<file path="src/include/snc_cfg.svh">
// Constants for the sleep noise canceler block.
// Assumes one 100 MHz clock, synchronous active-high reset.
//
// How it works
// - Noise-reduction or idle sleep with converter armed starts a conversion once halted.
// - With no other wake source, completion interrupt wakes the core.
// - Other interrupt wakes first; completion request still raised when conversion ends.
// - After waking, core stays active until a new sleep instruction.
// - Other sleep states never clear the converter enable.
// - Completion writes result, sets done flag, clears start bit same cycle unless FREE_RUN.
`ifndef SNC_CFG_SVH
`define SNC_CFG_SVH
`define SNC_RES_W        10
`define SNC_CONV_FIRST   25
`define SNC_CONV_NORMAL  13
`define SNC_PRESCALE     8
`define SNC_SLEEP_IDLE   3'h0
`define SNC_SLEEP_NRED   3'h1
`endif

</file>
<file path="src/include/snc_pkg.sv">
// Types for the sleep noise canceler block.
// Assumes snc_cfg.svh is on the include path.
package snc_pkg;
  typedef enum logic [2:0] {
    SNC_IDLE = 3'b001,
    SNC_CONV = 3'b010,
    SNC_DONE = 3'b100
  } snc_state_t;
endpackage

</file>
<file path="src/design/snc_top.sv">
// Sleep noise canceler: converter control that starts a conversion when
// the core halts in idle or noise-reduction sleep, and wakes it after.
// Assumes core-side inputs share SYS_CLK; analog result arrives on a pin.
`timescale 1ns/100ps
`default_nettype none
`include "snc_cfg.svh"
module snc_top
  import snc_pkg::*;
#(
  parameter int PRESCALE = `SNC_PRESCALE
) (
  input  wire logic                  SYS_CLK,
  input  wire logic                  SRST,
  input  wire logic                  CONVERTER_ENABLE_BIT,
  input  wire logic                  FREE_RUN,
  input  wire logic                  DONE_IRQ_ENABLE,
  input  wire logic                  START_WRITE,
  input  wire logic                  CORE_HALTED,
  input  wire logic [2:0]            SLEEP_SEL,
  input  wire logic                  OTHER_WAKE,
  input  wire logic                  DONE_FLAG_CLEAR,
  input  wire logic [`SNC_RES_W-1:0] ANALOG_SAMPLE,
  output logic                       CONVERSION_START_BIT,
  output logic                       CONVERSION_DONE_FLAG,
  output logic                       DONE_IRQ,
  output logic                       CORE_WAKE,
  output logic                       CONVERTER_ACTIVE,
  output logic [`SNC_RES_W-1:0]      RESULT
);
  import snc_pkg::*;

  // ==========================================================
  // Converter clock enable
  logic tick;
  snc_tick_div #(.DIV(PRESCALE)) u_div (
    .clk  (SYS_CLK),
    .rst  (SRST),
    .tick (tick)
  );

  // ==========================================================
  // Pin synchroniser for the analog sample bus
  // Word kept only after two equal samples, so bit skew never lands
  logic [`SNC_RES_W-1:0] samp_s1_reg;
  logic [`SNC_RES_W-1:0] samp_s2_reg;
  logic [`SNC_RES_W-1:0] samp_s3_reg;
  logic [`SNC_RES_W-1:0] samp_hold_reg;
  always_ff @(posedge SYS_CLK) begin
    if (SRST) begin
      samp_s1_reg <= '0;
      samp_s2_reg <= '0;
      samp_s3_reg <= '0;
    end else begin
      samp_s1_reg <= ANALOG_SAMPLE;
      samp_s2_reg <= samp_s1_reg;
      samp_s3_reg <= samp_s2_reg;
    end
  end

  always_ff @(posedge SYS_CLK) begin
    if (SRST) begin
      samp_hold_reg <= '0;
    end else if (samp_s2_reg == samp_s3_reg) begin
      samp_hold_reg <= samp_s2_reg;
    end
  end

  // ==========================================================
  // Sleep trigger
  logic nr_sleep;
  logic halt_d_reg;
  logic sleep_trig;
  logic sleep_conv_reg;
  assign nr_sleep = CORE_HALTED &&
                    (SLEEP_SEL == `SNC_SLEEP_IDLE ||
                     SLEEP_SEL == `SNC_SLEEP_NRED);
  // Edge of the halt, so one sleep gives one conversion
  assign sleep_trig = nr_sleep && !halt_d_reg && CONVERTER_ENABLE_BIT
                      && !CONVERSION_START_BIT;

  always_ff @(posedge SYS_CLK) begin
    if (SRST) begin
      halt_d_reg <= 1'b0;
    end else begin
      halt_d_reg <= nr_sleep;
    end
  end

  // ==========================================================
  // Conversion sequencer
  snc_state_t state_reg;
  logic [4:0] cyc_reg;
  logic       first_reg;
  logic       pend_reg;
  logic       complete;
  logic       kick;
  assign kick = START_WRITE || sleep_trig;
  assign complete = (state_reg == SNC_CONV) && tick && cyc_reg == 5'h01;

  // Start waits for a converter tick; start bit or a same-cycle kick holds the request
  always_ff @(posedge SYS_CLK) begin
    if (SRST || !CONVERTER_ENABLE_BIT) begin
      state_reg <= SNC_IDLE;
      cyc_reg   <= 5'h00;
    end else begin
      unique case (state_reg)
        SNC_IDLE: begin
          if ((CONVERSION_START_BIT || kick) && tick) begin
            state_reg <= SNC_CONV;
            cyc_reg   <= first_reg ? 5'(`SNC_CONV_FIRST)
                                   : 5'(`SNC_CONV_NORMAL);
          end
        end
        SNC_CONV: begin
          if (tick) begin
            cyc_reg <= cyc_reg - 5'h01;
            if (cyc_reg == 5'h01) begin
              state_reg <= SNC_DONE;
            end
          end
        end
        SNC_DONE: begin
          state_reg <= SNC_IDLE;
        end
      endcase
    end
  end

  // Extended first conversion after every enable; toggle to recalibrate
  always_ff @(posedge SYS_CLK) begin
    if (SRST || !CONVERTER_ENABLE_BIT) begin
      first_reg <= 1'b1;
    end else if (complete) begin
      first_reg <= 1'b0;
    end
  end

  // Enable is never cleared here for other sleep states
  always_ff @(posedge SYS_CLK) begin
    if (SRST || !CONVERTER_ENABLE_BIT) begin
      CONVERSION_START_BIT <= 1'b0;
    end else if (complete && !FREE_RUN) begin
      CONVERSION_START_BIT <= 1'b0;
    end else if (kick) begin
      CONVERSION_START_BIT <= 1'b1;
    end
  end

  always_ff @(posedge SYS_CLK) begin
    if (SRST) begin
      RESULT <= '0;
    end else if (complete) begin
      RESULT <= samp_hold_reg;
    end
  end

  // Set beats clear in the same cycle
  always_ff @(posedge SYS_CLK) begin
    if (SRST) begin
      CONVERSION_DONE_FLAG <= 1'b0;
    end else if (complete) begin
      CONVERSION_DONE_FLAG <= 1'b1;
    end else if (DONE_FLAG_CLEAR) begin
      CONVERSION_DONE_FLAG <= 1'b0;
    end
  end

  always_ff @(posedge SYS_CLK) begin
    if (SRST) begin
      CONVERTER_ACTIVE <= 1'b0;
    end else begin
      CONVERTER_ACTIVE <= (state_reg == SNC_CONV);
    end
  end

  // ==========================================================
  // Wake and interrupt request
  always_ff @(posedge SYS_CLK) begin
    if (SRST) begin
      sleep_conv_reg <= 1'b0;
    end else if (sleep_trig) begin
      sleep_conv_reg <= 1'b1;
    end else if (complete) begin
      sleep_conv_reg <= 1'b0;
    end
  end

  // Request stays asserted through an earlier foreign wake
  always_ff @(posedge SYS_CLK) begin
    if (SRST) begin
      DONE_IRQ <= 1'b0;
    end else begin
      DONE_IRQ <= DONE_IRQ_ENABLE &&
                  (CONVERSION_DONE_FLAG || complete);
    end
  end

  // Wake is a pulse; core stays active until its next sleep
  always_ff @(posedge SYS_CLK) begin
    if (SRST) begin
      CORE_WAKE <= 1'b0;
      pend_reg  <= 1'b0;
    end else begin
      CORE_WAKE <= complete && sleep_conv_reg && DONE_IRQ_ENABLE
                   && CORE_HALTED;
      pend_reg  <= sleep_conv_reg && OTHER_WAKE;
    end
  end

  // ==========================================================
  // Checks
  a_sleep_starts_bit: assert property (@(posedge SYS_CLK) disable iff (SRST)
    sleep_trig |=> CONVERSION_START_BIT)
    else $error("sleep halt did not arm start bit");
  a_start_on_tick: assert property (@(posedge SYS_CLK) disable iff (SRST)
    (state_reg == SNC_IDLE && CONVERSION_START_BIT && tick
     && CONVERTER_ENABLE_BIT) |=> state_reg == SNC_CONV)
    else $error("conversion not started on converter tick");
  a_done_sets_flag: assert property (@(posedge SYS_CLK) disable iff (SRST)
    complete |=> CONVERSION_DONE_FLAG && RESULT == $past(samp_hold_reg))
    else $error("completion did not set flag and result");
  a_single_clears: assert property (@(posedge SYS_CLK) disable iff (SRST)
    (complete && !FREE_RUN) |=> !CONVERSION_START_BIT)
    else $error("start bit not cleared at completion");
  a_wake_on_done: assert property (@(posedge SYS_CLK) disable iff (SRST)
    (complete && sleep_conv_reg && DONE_IRQ_ENABLE && CORE_HALTED)
    |=> CORE_WAKE ##1 !CORE_WAKE)
    else $error("wake not a single pulse after completion");
  a_irq_pending: assert property (@(posedge SYS_CLK) disable iff (SRST)
    (complete && DONE_IRQ_ENABLE) |=> DONE_IRQ)
    else $error("completion request lost");
  a_enable_kept: assert property (@(posedge SYS_CLK) disable iff (SRST)
    (CORE_HALTED && !nr_sleep && CONVERSION_START_BIT
     && CONVERTER_ENABLE_BIT) |=> CONVERSION_START_BIT || $past(complete))
    else $error("converter stopped in other sleep state");
  a_first_long: assert property (@(posedge SYS_CLK) disable iff (SRST)
    (state_reg == SNC_IDLE && !$past(CONVERTER_ENABLE_BIT)
     && CONVERTER_ENABLE_BIT) |-> first_reg)
    else $error("first conversion not extended after enable");
  c_sleep_conv: cover property (@(posedge SYS_CLK) sleep_trig ##[1:400] CORE_WAKE);
  c_other_wake: cover property (@(posedge SYS_CLK) pend_reg ##[1:400] DONE_IRQ);
  c_free_run: cover property (@(posedge SYS_CLK) complete && FREE_RUN);
endmodule
`default_nettype wire

</file>
<file path="src/design/snc_tick_div.sv">
// Clock enable divider for the converter clock.
// Assumes a single system clock and synchronous reset.
`timescale 1ns/100ps
`default_nettype none
module snc_tick_div #(
  parameter int DIV = 8
) (
  input  wire logic clk,
  input  wire logic rst,
  output logic      tick
);
  logic [15:0] cnt_reg;

  initial begin
    if (DIV < 1 || DIV > 65535) $error("snc_tick_div: DIV out of range");
  end

  always_ff @(posedge clk) begin
    if (rst || cnt_reg == 16'(DIV - 1)) begin
      cnt_reg <= 16'h0000;
    end else begin
      cnt_reg <= cnt_reg + 16'h0001;
    end
  end

  always_ff @(posedge clk) begin
    if (rst) begin
      tick <= 1'b0;
    end else begin
      tick <= (cnt_reg == 16'(DIV - 1));
    end
  end
endmodule
`default_nettype wire

</file>
<file path="config.mk">
export PLATFORM = sky130hd
export DESIGN_NAME = snc_top
export DESIGN_NICKNAME = d
export VERILOG_FILES = /design/src/include/snc_pkg.sv /design/src/design/snc_top.sv /design/src/design/snc_tick_div.sv
export VERILOG_INCLUDE_DIRS = /design/src /design/src/include
export SDC_FILE = /design/constraint.sdc
export NUM_CORES = 1
export LEC_CHECK = 0
export BUFFER_PORTS_ARGS = -buffer_cell sky130_fd_sc_hd__buf_2
export CAP_MARGIN = 40
export CORE_AREA = 2 2 85 108
export DETAILED_ROUTE_END_ITERATION = 10
export DIE_AREA = 0 0 87 110
export GPL_TIMING_DRIVEN = 0
export HOLD_SLACK_MARGIN = 0.15
export PLACE_DENSITY_LB_ADDON = 0.15
export RECOVER_POWER = 25
export SKIP_CTS_REPAIR_TIMING = 1
export SYNTH_ARGS = -nofsm -noshare
export SYNTH_HDL_FRONTEND = slang
export SYNTH_SLANG_ARGS = --single-unit
</file>
<file path="constraint.sdc">
create_clock -name SYS_CLK -period 3.7 [get_ports SYS_CLK]
set_clock_uncertainty 0.2 [all_clocks]
set_input_delay 0.74 -clock SYS_CLK [delete_from_list [all_inputs] [get_ports SYS_CLK]]
set_output_delay 0.74 -clock SYS_CLK [all_outputs]
set_load 0.03 [all_outputs]
</file>
==> results_dict.tcl, run 1 <==
set metrics [dict create \
    outcome "finished clean" \
    nets 375 \
    synth_edf_count 0 \
    p_total_w 0.00164 \
    synthFlopType "dfxtp_1" \
    power-per-cell-area_nw_per_um2 470 \
    yosys_register_bits 83 \
    cts_tree "yes" \
    path_cells "clkbuf_1 > clkbuf_1 > clkbuf_1 > nand4b_1 > nor2_1" \
    firstDrtPassIters 4 \
    drive_above_1_share_pct 16.7 \
    slew_headroom_pct 62.3 \
    yosysMostFrequentCell "dfxtp_1" \
    r2r_start "u_div.cnt_reg[0]" \
    antenna_found_initial 0 \
    synthCells 305 \
    io_pins 37 \
    critPathMaxStageDelay_ns 0.50 \
    synth_warnings 0 \
    hold_path_end "samp_s2_reg[8]" \
    area_growth_pct 16.2 \
    hold_class "flop to flop" \
    cts_buffer_depth 2 \
    hold_viol 0 \
    final_max_slew_viol_count 0 \
    crit_type "input pin to flop" \
    cp_common_cell "clkbuf_1" \
    yosys.area.top_type_share_pct 55.3 \
    p_leak_nw 1.35 \
    hold_slack_ns 0.238 \
    clk_latency_ns 0.35 \
    n_antenna_cell 0 \
    grt_usage_pct 13.1 \
    setup_viol 0 \
    cts_buffers 9 \
    reg2reg_depth 7 \
    start_util_pct 35.3 \
    cp-end-kind "flop" \
    regToRegEndpoint "u_div.cnt_reg[6]" \
    hold_depth 1 \
    peakVddDrop_v 0.000168 \
    worst_path_max_delay_cell "clkbuf_1" \
    grt_pass1_vias 2076 \
    max_clock_freq_mhz 468 \
    synthesis.area_um2 3000 \
    fin_crit_ns 2.14 \
    htreeDepth 3 \
    required_ns 3.75 \
    grt_max_degree 14 \
    fin_crit_sh_pct 57.8 \
    start_kind "input pin" \
    synth.top_cells.by_area "dfxtp_1, nor2b_1, nor2_1" \
    drt-initial-drc-count 62 \
    synthTopCellsByCount "dfxtp_1, nor2_1, nor2b_1" \
    syn_area_per_cell_um2 9.85 \
    syn_nets 330 \
    coreArea_um2 8510 \
    cp.arrival_ns 2.18 \
    worstMarginPinSlew_ns 0.566 \
    placementRows 38 \
    fp.dieH_um 110 \
    via_per_inst 4.65 \
    rsz0062_at_grt "false" \
    largest_register_ff_count 16 \
    die_w_um 87 \
    ys_async_sr_fraction_pct 0 \
    worstHoldStart "samp_s1_reg[8]" \
    r2r_slack_ns 1.57 \
    cap_violations 0 \
    crit_family "buffers and inverters" \
    path_clk_slew_ns 0.08 \
    fin_tns_setup_ns 0 \
    synth_cell_type_count 42 \
    fill_cells 867 \
    wl_per_cell_um 12.2 \
    design.die.area_um2 9570 \
    grt_overflow 0 \
    ant_nets 0 \
    cp_max_fo 10 \
    synth_seq_area_share_pct 55.3 \
    gp_congestion 0.834 \
    dr_total_vias 2113 \
    cp_num_buf_inv 3 \
    drc_errors 0 \
    portBuffers 34 \
    grt_pass1_wl_um 9550 \
    cts_root_buf "clkbuf_8" \
    clock_sinks 83 \
    netlist.top_cell.by_area "dfxtp_1" \
    wirelength_um 5540 \
    dpl.hpwl_um 3950 \
]
[cell usage in the layout (no fill, tap or decap), drive strengths merged, types with 2 or more instances in the layout]
cell    synthesis  final
nor3            4      4
nor3b           3      3
clkinv          0      2
buf             5     38
nand2b          5      5
mux2i          10     10
a311o           2      2
nor4            3      3
o311ai          2      2
dfxtp          83     83
a21oi          14     14
ha              3      3
nand2          29     29
inv             4      4
nor2b          35     35
o21ai           3      3
and4            3      3
nand4           6      6
clkbuf          6     18
xor2           13     13
or3             3      3
xnor2          10     10
and3            4      4
nand3          10     10
nor2           35     35
[layer usage]
layer | vias up | share of wire (%) | GRT usage (%)
met5 | - | 0 | 0
met4 | 0 | 4.1 | 10.9
met3 | 17 | 3.3 | 2.46
met2 | 44 | 46 | 20.9
met1 | 931 | 46 | 15.1
li1 | 1121 | - | -
[power breakdown]
group | switching [W] | total, W | internal (W)
clock | 0.000311 | 0.000638 | 0.000327
combinational | 0.0000403 | 0.0000775 | 0.0000372
sequential | 0.0000111 | 0.000923 | 0.000912
total | 0.000363 | 0.00164 | 0.00128
[how the worst max path moves through the flow]
stage / startpoint / end / slack, ns / cells after the start
after floorplan: CORE_HALTED / cyc_reg[1] / 1.69 / 5
after global placement: SRST / CORE_WAKE / 1.28 / 5
after detailed placement: SRST / CORE_WAKE / 1.24 / 5
after CTS: u_div.cnt_reg[0] / u_div.cnt_reg[6] / 1.50 / 7
after global routing: u_div.cnt_reg[0] / u_div.cnt_reg[6] / 1.38 / 7
final: SRST / CORE_WAKE / 1.56 / 5
[final cells by class]
type,count,area (um2),area share [%]
clock buffer,11,141,4.05
sequential,83,1660,47.6
multi-input combinational,207,1270,36.5
buffer,11,51.3,1.47
clock inverter,4,51.3,1.47
inverter,4,15.0,0.430
timing repair buffer,34,169,4.84
tap,100,125,3.59
[metrics by stage]
| stage | utilization, % | setup slack, ns | instances | instance area (um2) |
|---|---|---|---|---|
| CTS | 41.0 | 1.50 | 454 | 3490 |
| detailed placement | 38.8 | 1.24 | 439 | 3300 |
| finish | 41.0 | 1.56 | 454 | 3490 |
| global route | 41.0 | 1.38 | 454 | 3490 |
| global placement | 38.8 | 1.28 | 439 | 3300 |
| floorplan | - | 1.69 | 305 | 3000 |
[cell families (layout without fill, tap and decap cells)]
family / after synthesis / in the layout / share of synthesized area, %
AOI/OAI and AO/OA: 29 / 29 / 6.33
xor gates and xnor gates: 23 / 23 / 6.71
adders and majority gates: 3 / 3 / 1.25
buffers and inverters: 15 / 64 / 2.21
DFF: 83 / 83 / 55.3
muxes: 10 / 10 / 3.33
and+or+nand+nor: 142 / 142 / 24.8
[worst reg2reg max path, delay by kind of cell, from the launching register on]
family	cells	cell delay, ns
AND/OR/NAND/NOR	4	0.62
buffers and inverters	2	0.55
flip-flops	1	0.39
adder cells (fa/ha/maj)	1	0.26
No activity file was read; power rests on OpenSTA's default activity.
==> run 2, diff against run 1 <==
- clock period: 3.7 -> 2.05 ns (I/O delays scaled with it)
==> results_dict.tcl, run 2 (synthesis gave the netlist of run 1 again) <==
set metrics [dict create \
    cp.arrival_ns 1.86 \
    grt_usage_pct 13.1 \
    placementRows 38 \
    via_per_inst 4.64 \
    grt_max_degree 14 \
    hold_depth 3 \
    grt_pass1_wl_um 9550 \
    setup_viol 0 \
    required_ns 2.09 \
    cp-end-kind "flop" \
    area_growth_pct 21.7 \
    final_common_cell "dfxtp_1" \
    portBuffers 34 \
    wl_per_cell_um 12.0 \
    hold_class "input pin to flop" \
    max_clock_freq_mhz 548 \
    rsz0062_at_grt "false" \
    cp_max_fo 10 \
    grt_overflow 0 \
    firstDrtPassIters 4 \
    fill_cells 859 \
    hold_path_end "sleep_conv_reg" \
    cts_root_buf "clkbuf_8" \
    drc_errors 0 \
    power-per-cell-area_nw_per_um2 816 \
    fin_crit_ns 1.82 \
    drt-initial-drc-count 91 \
    worstMarginPinSlew_ns 0.590 \
    coreArea_um2 8510 \
    nets 389 \
    gp_congestion 0.834 \
    dpl.hpwl_um 3950 \
    design.die.area_um2 9570 \
    fp.dieH_um 110 \
    outcome "finished clean" \
    r2r_slack_ns 0.23 \
    ant_nets 0 \
    cts_tree "yes" \
    dr_total_vias 2170 \
    clock_sinks 83 \
    dpl_cell_area_um2 3300 \
    reg2reg_depth 6 \
    cap_violations 0 \
    die_w_um 87 \
    crit_type "flop to flop" \
    start_util_pct 35.3 \
    regToRegEndpoint "u_div.cnt_reg[6]" \
    drive_above_1_share_pct 17.1 \
    clk_latency_ns 0.35 \
    fin_crit_sh_pct 89.0 \
    final_max_slew_viol_count 0 \
    path_cells "ha_1 > nor4b_2 > nand4_1 > nand2b_2 > clkbuf_4 > nor2_1" \
    cts_buffer_depth 2 \
    worst_slack_ns 0.225 \
    hold_viol 0 \
    path_clk_slew_ns 0.08 \
    start_kind "flop" \
    n_antenna_cell 0 \
    io_pins 37 \
    htreeDepth 3 \
    p_total_w 0.00298 \
    final_cell_mix "dfxtp_1, nor2b_1, nor2_1, buf_2, nand2_1" \
    peakVddDrop_v 0.000311 \
    post-place-ws_ns -0.118 \
    grt_pass1_vias 2076 \
    slew_headroom_pct 60.6 \
    wirelength_um 5630 \
    cts_buffers 9 \
    r2r_start "u_div.cnt_reg[0]" \
    p_leak_nw 1.41 \
    critPathMaxStageDelay_ns 0.39 \
    largest_register_ff_count 16 \
    fin_area_um2 3650 \
    worstHoldStart "CONVERTER_ENABLE_BIT" \
    antenna_found_initial 0 \
    worst_path_max_delay_cell "dfxtp_1" \
]
==> run 2: worst max path at each step <==
stage / cells past startpoint / end / startpoint
after global placement: 7 / u_div.cnt_reg[3] / u_div.cnt_reg[0]
after floorplan: 7 / u_div.cnt_reg[12] / u_div.cnt_reg[0]
after CTS: 7 / u_div.cnt_reg[6] / u_div.cnt_reg[0]
after global routing: 6 / u_div.cnt_reg[6] / u_div.cnt_reg[0]
final: 6 / u_div.cnt_reg[6] / u_div.cnt_reg[0]
after detailed placement: 7 / u_div.cnt_reg[12] / u_div.cnt_reg[0]
==> run 2: layout make-up <==
class | count | area (um2) | area share [%]
clock buffer | 11 | 141 | 3.87
clock inverter | 4 | 51.3 | 1.40
buffer | 10 | 50.0 | 1.37
tap | 100 | 125 | 3.42
inverter | 4 | 15.0 | 0.411
timing repair buffer | 49 | 319 | 8.73
sequential | 83 | 1660 | 45.5
multi-input combinational | 207 | 1290 | 35.3
==> run 2: per-layer routing <==
layer  global-route usage, %  vias up  routed length (um)
li1                        -     1148                   -
met1                    15.1      955                2610
met2                    20.9       51                2600
met3                    2.46       16                 172
met4                    10.9        0                 244
met5                       0        -                   0
==> run 2: critical path, delay by kind of cell, from the launching register on <==
kind,cells,cell delay (ns)
AND/OR/NAND/NOR,4,0.62
buffers and inverters,1,0.24
adder cells (fa/ha/maj),1,0.26
flip-flops,1,0.39
==> run 2: stage by stage <==
step / setup TNS, ns / std cells / hold WS, ns / utilization [%]
3_3_place_gp: -1.23 / 439 / 0.219 / 38.8
2_1_floorplan: 0 / 305 / 0.214 / -
3_5_place_dp: -1.17 / 439 / 0.220 / 38.8
5_1_grt: 0 / 468 / 0.234 / 42.9
6_report: 0 / 468 / 0.187 / 42.9
4_1_cts: -1.39 / 454 / 0.0474 / 41.0
==> run 2: power breakdown <==
part	total [W]	switching [W]	internal, W
combinational	0.000162	0.0000762	0.0000861
clock	0.00115	0.000563	0.000590
sequential	0.00167	0.0000200	0.00165
total	0.00298	0.000659	0.00232
